$ cat src/logic/evst_pkg.sv
// Package of constants and carrier types for the event and error status block
package evst_pkg;

  // ----------------------------------------------------------------
  // Event status bit positions
  // ----------------------------------------------------------------
  localparam int unsigned BIT_OPDONE = 0;   // Operation complete
  localparam int unsigned BIT_QRYERR = 2;   // Query error
  localparam int unsigned BIT_DDE    = 3;   // Device-dependent error
  localparam int unsigned BIT_EXE    = 4;   // Execution error
  localparam int unsigned BIT_CMDERR = 5;   // Command error
  localparam int unsigned BIT_URQ    = 6;   // User request
  localparam int unsigned BIT_PON    = 7;   // Power-on

  // ----------------------------------------------------------------
  // Widths, depths and reset values
  // ----------------------------------------------------------------
  localparam int unsigned REG_W      = 16;
  localparam int unsigned OQ_DEPTH   = 64;   // Output queue characters
  localparam int unsigned EQ_DEPTH   = 16;   // Error queue slots
  localparam int unsigned EQ_KEEP    = 15;   // Real errors kept
  localparam int unsigned CODE_W     = 8;
  localparam logic [15:0] EVT_RST    = 16'h0000;
  localparam logic [15:0] LIVE_MASK  = 16'h00FD; // Bits 15:8 and 1 read zero
  localparam logic [15:0] ISC_RST    = 16'h0000;
  localparam logic [7:0]  CODE_NONE  = 8'h00;    // Empty error queue answer
  localparam logic [7:0]  CODE_IQA   = 8'h54;    // Query after indefinite response (84)
  localparam logic [7:0]  CODE_OVF   = 8'hFF;    // Overflow code, arbitrary value

  // ----------------------------------------------------------------
  // Status register selector for reads
  // ----------------------------------------------------------------
  typedef enum logic [1:0] {
    EVST_SEL_EVT,
    EVST_SEL_MASK,
    EVST_SEL_ISC,
    EVST_SEL_ERR
  } evst_sel_t;

  // Error report from the command parser
  typedef struct packed {
    logic              valid;
    logic [1:0]        kind;   // 0 cmd, 1 exe, 2 dde, 3 query
    logic [CODE_W-1:0] code;
  } evst_err_t;

endpackage

$ cat src/logic/evst_status.sv
// Event status, enable mask, output queue, error queue and change register
`timescale 1ns/1ps
// ----------------------------------------------------------------
// Summary of operation
// - Query after indefinite response logs error 84
// - Operation complete set when prior commands done
// - Enabled event bits drive event summary flag
// - Event bits stick until read or clear
// - Enable mask restored from saved value
// - Event read clears; mask read does not
// - Reads return bits 0 through 15
// - Command error is event bit 5
// - Summary flag is bit 5; maskable
// - Mask writable only through remote command
// - Queries load output queue; message flag
// - Empty output queue sends nothing
// - Output queue holds 64 characters
// - All error kinds push their code
// - Error query pops oldest; empty gives 0
// - Error flag set while queue nonempty
// - Error queue cleared at power-on and clear status
// - Keep 15 errors, 16th is overflow
// - Change register latches any status toggle
// - Change register cleared at power-on, read
// - Upper byte reads zero except from change register; bit 1 reads zero only from event status and mask
// - Parser query error flushes output queue, logs code
// ----------------------------------------------------------------
module evst_status (
  // Clock and reset
  input  wire logic                       clock,
  input  wire logic                       srst,
  // Power-on and clear events
  input  wire logic                       power_on,
  input  wire logic                       dev_clear,
  input  wire logic                       clear_status,
  // Enable mask write, remote path only
  input  wire logic                       mask_wr,
  input  wire logic [15:0]                mask_wdata,
  input  wire logic [15:0]                mask_saved,
  // Register reads
  input  wire logic                       rd_req,
  input  wire evst_pkg::evst_sel_t        rd_sel,
  output logic [15:0]                     rd_data,
  output logic                            rd_valid,
  // Event sources
  input  wire logic                       op_done_cmd,
  input  wire logic                       exec_idle,
  input  wire logic                       user_req,
  input  wire evst_pkg::evst_err_t        err_in,
  input  wire logic                       indef_pending,
  input  wire logic                       query_rx,
  // Output queue write and controller read
  input  wire logic                       oq_wr,
  input  wire logic [7:0]                 oq_wdata,
  input  wire logic                       oq_rd,
  output logic [7:0]                      oq_rdata,
  output logic                            oq_rvalid,
  output logic                            oq_full,
  // Instrument status input
  input  wire logic [15:0]                instrument_state_reg,
  // Status byte flags
  output logic                            event_summary_flag,
  output logic                            message_available_flag,
  output logic                            error_available_flag,
  output logic [15:0]                     event_enable_mask
);

  // ----------------------------------------------------------------
  // State
  // ----------------------------------------------------------------
  typedef struct packed {
    logic [15:0] evt;           // Event status register
    logic [15:0] emask;         // Event enable mask
    logic [15:0] isc;           // Instrument change register
    logic [15:0] state_prev;    // Last sampled instrument state
    logic        done_wait;     // Operation complete pending
    logic [6:0]  oq_cnt;        // Output queue occupancy
    logic [5:0]  oq_wp;
    logic [5:0]  oq_rp;
    logic [4:0]  eq_cnt;        // Error queue occupancy
    logic [3:0]  eq_wp;
    logic [3:0]  eq_rp;
    logic [15:0] rd_data;
    logic        rd_valid;
    logic [7:0]  oq_rdata;
    logic        oq_rvalid;
    // Status byte flags, registered so every output comes from a flop
    logic        summ;          // Event summary
    logic        msg_av;        // Output queue holds data
    logic        err_av;        // Error queue holds codes
    logic        oq_full;
  } evst_state_t;

  evst_state_t s_q;             // Registered state
  evst_state_t s_d;             // Next state

  logic [7:0] oq_mem [evst_pkg::OQ_DEPTH];      // Response characters
  logic [7:0] eq_mem [evst_pkg::EQ_DEPTH];      // Error codes

  logic       eq_push;          // Error code enters queue
  logic [7:0] eq_push_code;
  logic       eq_pop;           // Error query takes oldest
  logic       oq_flush;         // Parser query error or device clear empties output
  logic       oq_push;
  logic       oq_pop;

  // ----------------------------------------------------------------
  // Next-state logic
  // ----------------------------------------------------------------
  always_comb begin
    s_d          = s_q;
    eq_push      = 1'b0;
    eq_push_code = evst_pkg::CODE_NONE;
    s_d.rd_valid = 1'b0;
    s_d.oq_rvalid = 1'b0;

    // Queue operations decided first
    oq_flush = dev_clear | (err_in.valid & (err_in.kind == 2'd3));
    oq_pop   = oq_rd & (s_q.oq_cnt != 7'd0) & ~oq_flush;
    oq_push  = oq_wr & ~s_q.oq_full & ~oq_flush;
    eq_pop   = rd_req & (rd_sel == evst_pkg::EVST_SEL_ERR)
             & (s_q.eq_cnt != 5'd0);

    // Reads: event and change register reads clear, error read pops, mask read leaves state alone
    if (rd_req) begin
      s_d.rd_valid = 1'b1;
      case (rd_sel)
        evst_pkg::EVST_SEL_EVT: begin
          // A bit set in this same cycle survives for the next read
          s_d.rd_data = s_q.evt & evst_pkg::LIVE_MASK;
          s_d.evt     = evst_pkg::EVT_RST;
        end
        evst_pkg::EVST_SEL_MASK: begin
          s_d.rd_data = s_q.emask;
        end
        evst_pkg::EVST_SEL_ISC: begin
          s_d.rd_data = s_q.isc;
          s_d.isc     = evst_pkg::ISC_RST;
        end
        evst_pkg::EVST_SEL_ERR: begin
          // Oldest code, or zero when nothing is queued
          s_d.rd_data = (s_q.eq_cnt != 5'd0) ? {8'h00, eq_mem[s_q.eq_rp]}
                                              : {8'h00, evst_pkg::CODE_NONE};
        end
        default: begin
          s_d.rd_data = 16'h0000;
        end
      endcase
    end

    // Change register: toggles since last read; set wins over read clear
    // The first sample after reset compares against zero, so a state bit
    // that comes up high shows once as a change
    s_d.isc        = s_d.isc | (instrument_state_reg ^ s_q.state_prev);
    s_d.state_prev = instrument_state_reg;

    // Operation complete waits for the engine to drain
    if (op_done_cmd) begin
      s_d.done_wait = 1'b1;
    end
    if ((op_done_cmd | s_q.done_wait) & exec_idle) begin
      s_d.evt[evst_pkg::BIT_OPDONE] = 1'b1;
      s_d.done_wait = 1'b0;
    end

    // Error events: flag bit and queued code
    if (err_in.valid) begin
      eq_push      = 1'b1;
      eq_push_code = err_in.code;
      case (err_in.kind)
        2'd0:    s_d.evt[evst_pkg::BIT_CMDERR] = 1'b1;
        2'd1:    s_d.evt[evst_pkg::BIT_EXE] = 1'b1;
        2'd2:    s_d.evt[evst_pkg::BIT_DDE] = 1'b1;
        default: s_d.evt[evst_pkg::BIT_QRYERR] = 1'b1;
      endcase
    end else if (query_rx & indef_pending) begin
      // New query before the indefinite response was read
      eq_push      = 1'b1;
      eq_push_code = evst_pkg::CODE_IQA;
      s_d.evt[evst_pkg::BIT_QRYERR] = 1'b1;
    end
    // A parser error and a late query in one cycle log only the parser's
    // code; the queue takes one push per cycle to keep the write port single
    if (user_req) begin
      s_d.evt[evst_pkg::BIT_URQ] = 1'b1;
    end

    // Clears; stored bits otherwise stick
    if (clear_status | dev_clear) begin
      s_d.evt       = evst_pkg::EVT_RST;
      s_d.done_wait = 1'b0;
    end
    if (clear_status) begin
      s_d.eq_cnt = 5'd0;
      s_d.eq_wp  = 4'd0;
      s_d.eq_rp  = 4'd0;
    end

    // Mask writes come only from the remote path port
    if (mask_wr) begin
      s_d.emask = mask_wdata & evst_pkg::LIVE_MASK;
    end

    // Power-on: restore mask, clear error queue and change register, flag power-on
    if (power_on) begin
      s_d.emask     = mask_saved & evst_pkg::LIVE_MASK;
      s_d.evt       = evst_pkg::EVT_RST;
      s_d.evt[evst_pkg::BIT_PON] = 1'b1;
      s_d.isc       = evst_pkg::ISC_RST;
      s_d.eq_cnt    = 5'd0;
      s_d.eq_wp     = 4'd0;
      s_d.eq_rp     = 4'd0;
      s_d.done_wait = 1'b0;
      eq_push       = 1'b0;
    end
    // Dead bits are forced low after every writer, so no path can leave
    // a one in the upper byte or in bit 1
    s_d.evt = s_d.evt & evst_pkg::LIVE_MASK;

    // Error queue: counted FIFO with overflow slot
    if (!(power_on | clear_status)) begin
      if (eq_pop) begin
        s_d.eq_rp  = s_q.eq_rp + 4'd1;
        s_d.eq_cnt = s_d.eq_cnt - 5'd1;
      end
      if (eq_push && (s_q.eq_cnt < 5'(evst_pkg::EQ_DEPTH) || eq_pop)) begin
        s_d.eq_wp  = s_q.eq_wp + 4'd1;
        s_d.eq_cnt = s_d.eq_cnt + 5'd1;
      end
    end

    // Output queue pointers
    if (oq_flush) begin
      s_d.oq_cnt = 7'd0;
      s_d.oq_wp  = 6'd0;
      s_d.oq_rp  = 6'd0;
    end else begin
      if (oq_pop) begin
        s_d.oq_rdata  = oq_mem[s_q.oq_rp];
        s_d.oq_rvalid = 1'b1;
        s_d.oq_rp     = s_q.oq_rp + 6'd1;
      end
      if (oq_push) begin
        s_d.oq_wp = s_q.oq_wp + 6'd1;
      end
      s_d.oq_cnt = s_q.oq_cnt + {6'd0, oq_push} - {6'd0, oq_pop};
    end

    // Status byte flags from next values, no stale cycle
    // The summary is an OR over all sixteen bits; dead bits are already
    // zero on both sides, so the mask needs no extra gating
    s_d.summ    = |(s_d.evt & s_d.emask);
    s_d.msg_av  = (s_d.oq_cnt != 7'd0);
    s_d.err_av  = (s_d.eq_cnt != 5'd0);
    s_d.oq_full = (s_d.oq_cnt == 7'(evst_pkg::OQ_DEPTH));
  end

  // ----------------------------------------------------------------
  // State register
  // ----------------------------------------------------------------
  always_ff @(posedge clock) begin
    if (srst) begin
      s_q <= '0;
    end else begin
      s_q <= s_d;
    end
  end

  // ----------------------------------------------------------------
  // Queue storage; arrays carry no reset to stay RAM-like
  // ----------------------------------------------------------------
  always_ff @(posedge clock) begin
    if (oq_push) begin
      oq_mem[s_q.oq_wp] <= oq_wdata;
    end
    // Once the overflow entry lands, pushes are dropped until a pop frees a slot
    // Pointers wrap on their own width; the count alone tells full from empty
    // Slot 16 only ever takes the overflow code
    if (!(power_on | clear_status | srst) && eq_push
        && (s_q.eq_cnt < 5'(evst_pkg::EQ_DEPTH) || eq_pop)) begin
      if (s_q.eq_cnt - {4'd0, eq_pop} >= 5'(evst_pkg::EQ_KEEP)) begin
        eq_mem[s_q.eq_wp] <= evst_pkg::CODE_OVF;
      end else begin
        eq_mem[s_q.eq_wp] <= eq_push_code;
      end
    end
  end

  // ----------------------------------------------------------------
  // Outputs straight from flops
  // ----------------------------------------------------------------
  assign rd_data                = s_q.rd_data;
  assign rd_valid               = s_q.rd_valid;
  assign oq_rdata               = s_q.oq_rdata;
  assign oq_rvalid              = s_q.oq_rvalid;
  assign oq_full                = s_q.oq_full;
  assign event_summary_flag     = s_q.summ;
  assign message_available_flag = s_q.msg_av;
  assign error_available_flag   = s_q.err_av;
  // The mask leaves the block so the host can save it before power-down
  assign event_enable_mask      = s_q.emask;

endmodule

$ cat config.mk
export PLATFORM = sky130hd
export DESIGN_NAME = evst_status
export DESIGN_NICKNAME = d
export VERILOG_FILES = /design/src/logic/evst_pkg.sv /design/src/logic/evst_status.sv
export SDC_FILE = /design/constraint.sdc
export NUM_CORES = 1
export LEC_CHECK = 0
export ABC_AREA = 1
export BUFFER_PORTS_ARGS = -buffer_cell sky130_fd_sc_hd__buf_2
export CORE_ASPECT_RATIO = 0.6
export CORE_MARGIN = 5
export CORE_UTILIZATION = 50
export DETAILED_ROUTE_END_ITERATION = 7
export GPL_TIMING_DRIVEN = 0
export HOLD_SLACK_MARGIN = 0.05
export PLACE_DENSITY = 0.67
export REMOVE_ABC_BUFFERS = 1
export SYNTH_ARGS = -nofsm -noshare
export SYNTH_HDL_FRONTEND = slang
export SYNTH_SLANG_ARGS = --single-unit
$ cat constraint.sdc
create_clock -name clock -period 3.3 [get_ports clock]
set_clock_uncertainty 0.1 [all_clocks]
set_input_delay 0.495 -clock clock [delete_from_list [all_inputs] [get_ports clock]]
set_output_delay 0.495 -clock clock [all_outputs]
set_load 0.02 [all_outputs]
======== Word level (Yosys, flattened, before mapping) ========
Memories as Yosys holds them, arrays and structs flattened. A register that Yosys moved wholly into a read port is not among the register bits.
Index checks and enable logic that the tools add are counted.
storage, ports and cells
  flip-flop bits (word level) ............. 118
  bits in writable memories ............... 640
  input bits .............................. 83
  word-level logic and storage cells ...... 123
  memories ................................ 2
operators by class
  add/sub/neg operators ................... 9
  $lt $le $gt $ge ......................... 2
  equal/unequal tests ..................... 7
  muxes and demuxes ....................... 47
  bitwise logic cells ..................... 20
  reductions and logical operators ........ 17
memories
  memory  words  bits a word  rd ports  clocked after Yosys merged registers in  write ports  line               source
  oq_mem  64     8            1         1                                        1            evst_status.sv:97  logic [7:0] oq_mem [evst_pkg::OQ_DEPTH];
  eq_mem  16     8            1         1                                        1            evst_status.sv:98  logic [7:0] eq_mem [evst_pkg::EQ_DEPTH];
operators with widths
  operator                                                       number
  16-bit one-hot mux with 4 select lines                         1
  16-bit two-way mux                                             3
  8-bit two-way mux                                              6
  40-bit two-way mux                                             1
  13-bit two-way mux                                             3
  6-bit two-way mux                                              4
  1-bit two-way mux                                              19
  19-bit two-way mux                                             1
  9-bit two-way mux                                              2
  17-bit two-way mux                                             1
  8-bit by 16-bit AND with 16-bit output                         1
  16-bit bitwise OR                                              1
  16-bit OR reduction                                            1
  16-bit bitwise XOR                                             1
  7-bit nonzero test                                             2
  6-bit by 1-bit adder with 6-bit output, second input constant  2
  5-bit two-way mux                                              2
  5-bit nonzero test                                             2
  1-bit AND                                                      9
  4-bit by 1-bit adder with 4-bit output, second input constant  2
  2-bit equality test, second input constant                     4
  4-bit two-way mux                                              2
  7-bit by 1-bit adder with 7-bit output                         1
  7-bit equality test, second input constant                     1
  other kinds (19)                                               30

======== Logic depth before layout (Yosys ltp) ========
Gate-level depths: netlist (run 1).
  depth in word-level cells ............... 9
  depth in mapped cells ................... 19

======== Least setup slack after synthesis (run 1) ========
No wires, ideal clock.
  kind .................................... input to register
  start ................................... input err_in[10] in the netlist's numbering
  end ..................................... register s_q, in the netlist message_available_flag
  setup time .............................. 128 ps
  arrival time ............................ 2659 ps
  required time ........................... 3072 ps
  slack ................................... 414 ps
  stages .................................. 19
  path buffers ............................ 1
  path through ............................ nand3_2 -> nand2_2 -> inv_1 -> nand3_4 -> inv_1 -> buf_2 -> ha_1 -> inv_1 -> ha_1 -> inv_1 -> fa_1 -> inv_1 -> nand4_1 -> nand3_1 -> nand2_1 -> nand3_1 -> nand3_1 -> nor2_1 -> nor2_1
on the way
  elaborated cells on any way between the ends .. 9
RTL lines
  element                                      line                source
  from (decl)                                  evst_status.sv:49   input wire evst_pkg::evst_err_t err_in,
  1-bit AND                                    evst_status.sv:118  oq_flush = dev_clear | (err_in.valid & (err_in.kind == 2'd3));
  1-bit bitwise OR                             evst_status.sv:118
  1-bit NOT (no source line)                   --
  1-bit AND                                    evst_status.sv:119  oq_pop = oq_rd & (s_q.oq_cnt != 7'd0) & ~oq_flush;
  via oq_pop                                   evst_status.sv:105  logic oq_pop;
  7-bit by 1-bit subtractor with 7-bit output  evst_status.sv:246  s_d.oq_cnt = s_q.oq_cnt + {6'd0, oq_push} - {6'd0, oq_pop};
  19-bit two-way mux                           evst_status.sv:233  if (oq_flush) begin
  7-bit nonzero test                           evst_status.sv:253  s_d.msg_av = (s_d.oq_cnt != 7'd0);
  to (signal assigned)                         evst_status.sv:263  s_q <= '0;
  to (signal assigned)                         evst_status.sv:265  s_q <= s_d;
  to (decl)                                    evst_status.sv:94   evst_state_t s_q;
The timed path passes the listed nets, and every way through them passes these cells.
A chain may end at the register's enable or synchronous reset.

======== Worst setup path after layout (run 1) ========
  start ................................... register s_q, in the netlist oq_full
  end ..................................... memory oq_mem[24][7], enable pin
on the way
  word-level cells in the longest chain between the ends .. 5
RTL lines
  element                                  line                source
  1-bit NOT                                evst_status.sv:120  oq_push = oq_wr & ~s_q.oq_full & ~oq_flush;
  1-bit AND (2 in series)                  evst_status.sv:120
  1-bit two-way mux                        evst_status.sv:273  if (oq_push) begin
  1-bit two-way mux (implied by the code)  evst_status.sv:274  oq_mem[s_q.oq_wp] <= oq_wdata;
  to (decl)                                evst_status.sv:97
No other way between the ends.

==> results of run 1 <==
-- state kept, by name, indices dropped and copies added (netlist names), named ones only --
register / count
rd_valid: 1
s_q: 72
event_enable_mask: 7
message_available_flag: 1
error_available_flag: 1
rd_data: 16
event_summary_flag: 1
eq_mem: 128
oq_rdata: 8
oq_rvalid: 1
oq_full: 1
oq_mem: 512
-- per-stage QoR --
stage               cell area [um^2]  setup slack [ns]
global route                   35000            -0.118
floorplan                      30600             -4.79
global placement               32100            -11.59
finish                         35000            0.0861
detailed placement             32400            -0.736
CTS                            34900            0.0695
-- cell type report --
class                           instances  area share
Multi-Input combinational cell       1893       0.246
Sequential cell                       755       0.616
Inverter                              119      0.0136
Clock buffer                           95      0.0570
Clock inverter                         26     0.00630
Tap cell                              839      0.0300
Timing Repair Buffer                  139      0.0306
Timing Repair inverter                  2    0.000358
-- what timing repair did --
item,in CTS,in global routing
pin swaps,0,1
hold buffers,17,0
buffers inserted,3,6
endpoints found under the hold margin,17,0
resized for setup,3,11
cloned,3,1
endpoints found under the setup margin,67,123
-- cells by family after synthesis --
logic type	count (synthesis)	synth area share
AO/OA/AOI/OAI	152	0.0272
AND/OR/NAND/NOR	1693	0.229
other	1	0.000118
buffers and inverters	317	0.0513
flip-flops	755	0.679
adder cells (fa/ha/maj)	21	0.00852
XOR/XNOR	18	0.00497
-- power by group through the flow --
stage          clock, mW  combinational, mW  sequential [mW]
2_1_floorplan          0              0.656             10.7
3_3_place_gp           0               1.15             10.7
3_5_place_dp           0               1.16             10.7
4_1_cts             8.05               1.23             10.5
5_1_grt             8.47               1.40             10.5
6_report            7.96               1.27             10.5
-- metal layers --
layer  vias up  global-route usage  part of all wire
met2       940               0.325              0.42
li1      10200                   -                 -
met3       133              0.0687              0.11
met4         2              0.0536             0.020
met1     10600               0.347              0.45
met5         -                   0          0.000087
-- placed cells by master (no fill, tap or decap), drive strengths merged, types with 7 or more instances in the layout --
| cell type | instances |
|---|---|
| buf | 120 |
| nor2 | 203 |
| o211ai | 7 |
| edfxtp | 640 |
| o21ai | 47 |
| clkbuf | 95 |
| xnor2 | 17 |
| conb | 9 |
| nand3 | 597 |
| nand2 | 873 |
| dlygate4sd3 | 17 |
| a221oi | 8 |
| nor3 | 8 |
| dfxtp | 115 |
| o21a | 9 |
| clkinvlp | 10 |
| a21oi | 69 |
| ha | 20 |
| clkinv | 17 |
| inv | 117 |
-- final timing paths --
check	slack, ns	endpoint
min	0.08	event_enable_mask[3]
max	0.09	oq_mem[24][7]
min reg2reg	0.36	rd_data[6]
max reg2reg	0.09	oq_mem[24][7]
-- tightest hold or removal path: stages --
cell	delay, ns
buf_2	0.08
o21ai_0	0.09
nor2_1	0.09
==> run summary, run 1 <==
Outcome: complete, no violations
Syn Inst Count: 2957
Drt pass-1 iters: 8
DR vias: 21900
Vias in the first global route: 20500
Final layout net count: 3084
Most frequent cell after synthesis: nand2_1
Worst Hold Class: input pin to flip-flop
Logic gate share of total power: 0.064
CP endpoint kind: flip-flop
Synth cell count leaders: 866 x nand2_1, 640 x edfxtp_1, 594 x nand3_1
Avg Cell Area, Syn: 10.7 um^2
Part of the cycle the worst path needs: 0.974
Total wire length: 80100 um
CTS tree: yes
Setup Viol. Count Final: 0
Num Clock Sinks: 755
Worst Path Arrival: 3.36 ns
Non-filler cells, final: 3868
Critical path depth: 5
Core box area: 0.0627 mm^2
Average wire per standard cell: 20.7 um
Global route overflow: 0
Fin. Hold Viols: 0
Cell family with most CP delay: simple AND/OR/NAND/NOR gates
DR iter-0 viols: 2475
Yosys warning total: 0
Die W: 335 um
CTS buffer count: 70
Critical path type: flip-flop to flip-flop
Clk pin slew, worst setup/hold paths: 0.06 ns
Cells after DPL: 3716
Antenna Nets Post-Route: 0
CP peak stage delay: 0.97 ns
Worst skew pair latency: 0.62 ns
Post-synth ARST share: 0
Flop pwr share: 0.532
DRC Markers: 0
Bufs on Longest Clock Path: 3
Share of the synthesized area in the top cell type: 0.606
Final Hold Slack: 0.0785 ns
Synth cell types: 48
CP Data Required Time: 3.45 ns
Final Slew Violations: 0
Bufs and invs on worst path: 1
Worst path cell trace: nor3_4, inv_2, nor2_1, nand3_1, nor2_1
Sequential element share of the synthesized area: 0.679
Clk Tree Root Cell: clkbuf_16
Top cells by area, synth: edfxtp_1 61%, nand2_1 10%, nand3_1 9.4%, dfxtp_1 7.3%, nor2_1 2.3%
First-pass GRT wire length: 121000 um
Unrepaired setup endpoints after global routing: true
Worst r2r src: oq_full
Slowest CP cell: nor2_1
Max VDD drop: 0.000465 V
Switching Share: 0.225
RePlAce Congestion: 0.841
Placement Rows: 71
Share of cells above drive strength 1: 0.0885
IO Count: 129
Min-delay src: mask_saved[3]
Seq cells post-synth: 755
Tot GR Track Use: 0.229
CP startpoint: oq_full
Startpoint type of the worst setup path: flip-flop
Fmax: 311 MHz
Detailed Place HPWL: 47200 um
Minimum clock period: 3.21 ns
Routed vias/inst: 5.65
H-tree levels: 3
Most area-hungry cell type in the Yosys netlist: edfxtp_1
Power Internal: 15.3 mW
Fin util: 0.558
Worst-path maximum fanout: 8
Max cap viols: 0
Relative slew margins: 0.0672
Cells on worst reg2reg path: 5
Power after layout: 19.7 mW
Sequential cell area: 0.0215 mm^2
Hold path depth: 3
Area of the multi-input gates: 0.00861 mm^2
Worst-Margin Slew: 1.40 ns
LEAKAGE: 12.9 nW
Post-synth EDFFs: 640
Pwr/cell area: 563 mW/mm^2
# port buffers: 101
CP dominant cell by count: nor2_1
Total negative slack: 0 ns
Largest net degree at the start of global routing: 97
Area Overhead vs Synth: 10.3%
Initial antenna violation count: 1
Antenna diodes: 0
Filler cell count: 5166
Initial Utilization: 0.506
Clock share of power: 0.404
DIE AREA: 0.0687 mm^2
Die Ht: 205 um
Area of the mapped netlist: 0.0317 mm^2
Psw: 4.43 mW
Top_reg_cell synth: edfxtp_1
Note: power is estimated with default switching activity, not from simulation.
==> inputs of run 2 (changes only) <==
--- a/config.mk
+++ b/config.mk
@@ -5,7 +5,6 @@
 export SDC_FILE = /design/constraint.sdc
 export NUM_CORES = 1
 export LEC_CHECK = 0
-export ABC_AREA = 1
 export BUFFER_PORTS_ARGS = -buffer_cell sky130_fd_sc_hd__buf_2
 export CORE_ASPECT_RATIO = 0.6
 export CORE_MARGIN = 5
==> run summary, run 2 <==
Most frequent cell after synthesis: edfxtp_1
Post-synth EDFFs: 640 (unchanged)
First-pass GRT wire length: 103000 um (-15%)
IO Count: 129 (unchanged)
Fmax: 309 MHz (-0.70%)
Worst-Margin Slew: 1.31 ns (-0.0939 ns)
Worst-path maximum fanout: 3 (-5)
Max cap viols: 0 (unchanged)
Clk Tree Root Cell: clkbuf_16
Antenna Nets Post-Route: 0 (unchanged)
Non-filler cells, final: 2805 (-27%)
Minimum clock period: 3.24 ns (+0.0228 ns)
Cells after DPL: 2645 (-29%)
DIE AREA: 0.0657 mm^2 (-4.4%)
Initial Utilization: 0.508 (+0.00227)
DR vias: 16600 (-24%)
Bufs on Longest Clock Path: 3 (unchanged)
Antenna diodes: 0 (unchanged)
Share of cells above drive strength 1: 0.195 (+0.106)
# port buffers: 101 (unchanged)
Yosys warning total: 0 (unchanged)
Seq cells post-synth: 755 (unchanged)
Max reg flops: 512 (unchanged)
Total wire length: 69400 um (-13%)
CP endpoint kind: flip-flop
Syn Inst Count: 1888 (-36%)
Top_reg_cell synth: edfxtp_1
Tot GR Track Use: 0.208 (-0.0211)
Initial antenna violation count: 3 (+2)
Average wire per standard cell: 24.7 um (+19%)
Final worst slack: 0.0634 ns (-0.0228 ns)
CTS tree: yes
CP peak stage delay: 0.56 ns (-0.41 ns)
Worst r2r src: s_q[55]
Critical path type: flip-flop to flip-flop
H-tree levels: 3 (unchanged)
Sequential element share of the synthesized area: 0.711 (+0.0327)
Max VDD drop: 0.000371 V (-20%)
Outcome: complete, no violations
CTS buffer count: 70 (unchanged)
CP Data Required Time: 3.68 ns (+0.23 ns)
Die W: 328 um (-2.3%)
Pwr/cell area: 583 mW/mm^2 (+3.5%)
Fin. Hold Viols: 0 (unchanged)
Top cells by area, synth: edfxtp_1 64%, dfxtp_1 7.6%, mux4_2 7.2%, mux2i_1 5.0%, nor2_1 2.1%
Routed vias/inst: 5.92 (+4.7%)
Detailed Place HPWL: 43400 um (-8.0%)
Synth cell count leaders: 640 x edfxtp_1, 167 x nor2_1, 152 x mux2i_1
Clk pin slew, worst setup/hold paths: 0.06 ns (about the same)
Synth cell types: 59 (+23%)
Cell family with most CP delay: simple AND/OR/NAND/NOR gates
Largest net degree at the start of global routing: 65 (-33%)
Global route overflow: 0 (unchanged)
Worst Hold Class: input pin to flip-flop
Startpoint type of the worst setup path: flip-flop
Hold path depth: 3 (unchanged)
RePlAce Congestion: 0.845 (+0.52%)
Drt pass-1 iters: 7 (-1)
Slowest CP cell: or4b_4
Post-synth ARST share: 0 (unchanged)
Vias in the first global route: 16300 (-21%)
Core box area: 0.0596 mm^2 (-5.0%)
Final instance area: 0.0340 mm^2 (-2.7%)
DR iter-0 viols: 1656 (-33%)
Bufs and invs on worst path: 3 (+2)
Area of the mapped netlist: 0.0302 mm^2 (-4.6%)
Avg Cell Area, Syn: 16.0 um^2 (+49%)
Most area-hungry cell type in the Yosys netlist: edfxtp_1
Hold EP: s_q[62]
Part of the cycle the worst path needs: 0.981 (+0.00690)
Min-delay src: op_done_cmd
Worst skew pair latency: 0.60 ns (-0.02 ns)
Pre-CTS setup slack: -1.62 ns (-0.889 ns)
Relative slew margins: 0.130 (+0.0626)
Most common cell after layout, fill and taps aside: edfxtp_1
Setup Viol. Count Final: 0 (unchanged)
Final Slew Violations: 0 (unchanged)
Reg2Reg Setup Slack: 0.06 ns (-0.02 ns)
Final layout net count: 2074 (-33%)
Filler cell count: 4529 (-12%)
Post-place instance area: 0.0313 mm^2 (-3.4%)
Cells on worst reg2reg path: 15 (+10)
Num Clock Sinks: 755 (unchanged)
LEAKAGE: 11.1 nW (-14%)
Share of the synthesized area in the top cell type: 0.635 (+0.0292)
Top reg by flops: oq_mem
Area Overhead vs Synth: 12.4%
Worst flop-to-flop path endpoint: oq_full
Worst path cell trace: nor3_4, a31oi_4, nand2_2, clkinvlp_4, ha_1, inv_1, ha_1, inv_1, fa_2, nand2b_4, a21oi_2, o21ai_2, a21oi_2, or4b_4, a22oi_2
Placement Rows: 69 (-2.8%)
Most frequent cells in the layout: 640 x edfxtp_1, 165 x nor2_1, 152 x mux2i_1
Largest regs: oq_mem (512), eq_mem (128), s_q (72)
Die Ht: 201 um (-2.2%)
DRC Markers: 0 (unchanged)
Worst Path Arrival: 3.62 ns (+0.26 ns)
[run 2: cell count changes in the layout (fill, tap and decap cells not counted), sizes merged, moves of 13 or more]
cell / delta
nand3: -550
a22oi: +73
nor2b: +44
xor2: +31
mux2i: +152
mux4: +97
o22ai: +31
nand2: -823
nor3b: +13
a21oi: -18
nor2: -35
inv: -54
a31oi: +18
o21ai: -36
[run 2: worst max-delay path by stage]
stage | slack [ns] | cells past startpoint | start | end
after floorplan | -3.99 | 6 | flip-flop | oq_rdata[0]
after global placement | -7.33 | 5 | flip-flop | oq_rdata[0]
after detailed placement | -1.62 | 15 | err_in[10] | oq_full
after CTS | -0.08 | 8 | s_q[39] | eq_mem[8][4]
after global routing | -0.04 | 15 | s_q[55] | oq_full
final | 0.06 | 15 | s_q[55] | oq_full
[run 2: routing by layer]
metal / up-vias / GRT usage / part of all wire
li1: 7367 / - / -
met1: 8524 / 0.322 / 0.47
met2: 592 / 0.283 / 0.41
met3: 103 / 0.0717 / 0.097
met4: 8 / 0.0460 / 0.017
met5: - / 0.0167 / 0.0027
[run 2: report_power, final]
group	total, mW	switching [mW]	internal, mW
Clock	7.66	3.46	4.20
Combinational	1.64	0.955	0.688
Sequential	10.5	0.0977	10.4
Total	19.8	4.52	15.3
[run 2: repair_timing]
item | in CTS | in global routing
gates resized for setup | 31 | 21
setup endpoints to repair | 367 | 197
endpoints found under the hold margin | 22 | 0
setup buffers | 4 | 7
pin swaps | 2 | 10
hold buffers | 22 | 0
[run 2: kinds of logic after synthesis]
family                   after synthesis  synth area share
flip-flops                           755             0.711
AND/OR/NAND/NOR                      392            0.0626
AO/OA/AOI/OAI                        220            0.0489
XOR/XNOR                              41            0.0119
adder cells (fa/ha/maj)               21           0.00893
multiplexers                         256             0.125
buffers and inverters                202            0.0311
other                                  1          0.000124
[run 2: layout make-up]
class | instances | area (um^2) | share of cell area
sequential | 755 | 21500 | 0.633
timing repair buffer | 144 | 1050 | 0.0308
inverter | 60 | 229 | 0.00673
multi-input combinational | 939 | 8080 | 0.238
clock inverter | 34 | 221 | 0.00651
clock buffer | 92 | 1920 | 0.0563
tap | 781 | 977 | 0.0287
[run 2: worst min-delay path: stages]
cell and delay [ns]:
buf_2 0.09, nor2_1 0.04, nor3_1 0.11
[run 2: through the flow]
stage / setup TNS, ns / total power, mW / hold slack [ns] / utilization
floorplan: -31.90 / 11.6 / 0.356 / -
global route: -0.0420 / 20.5 / 0.0928 / 0.571
finish: 0 / 19.8 / 0.0814 / 0.571
CTS: -3.03 / 19.8 / 0.0530 / 0.568
global placement: -584.24 / 12.1 / 0.350 / 0.521
detailed placement: -564.60 / 12.1 / 0.351 / 0.525
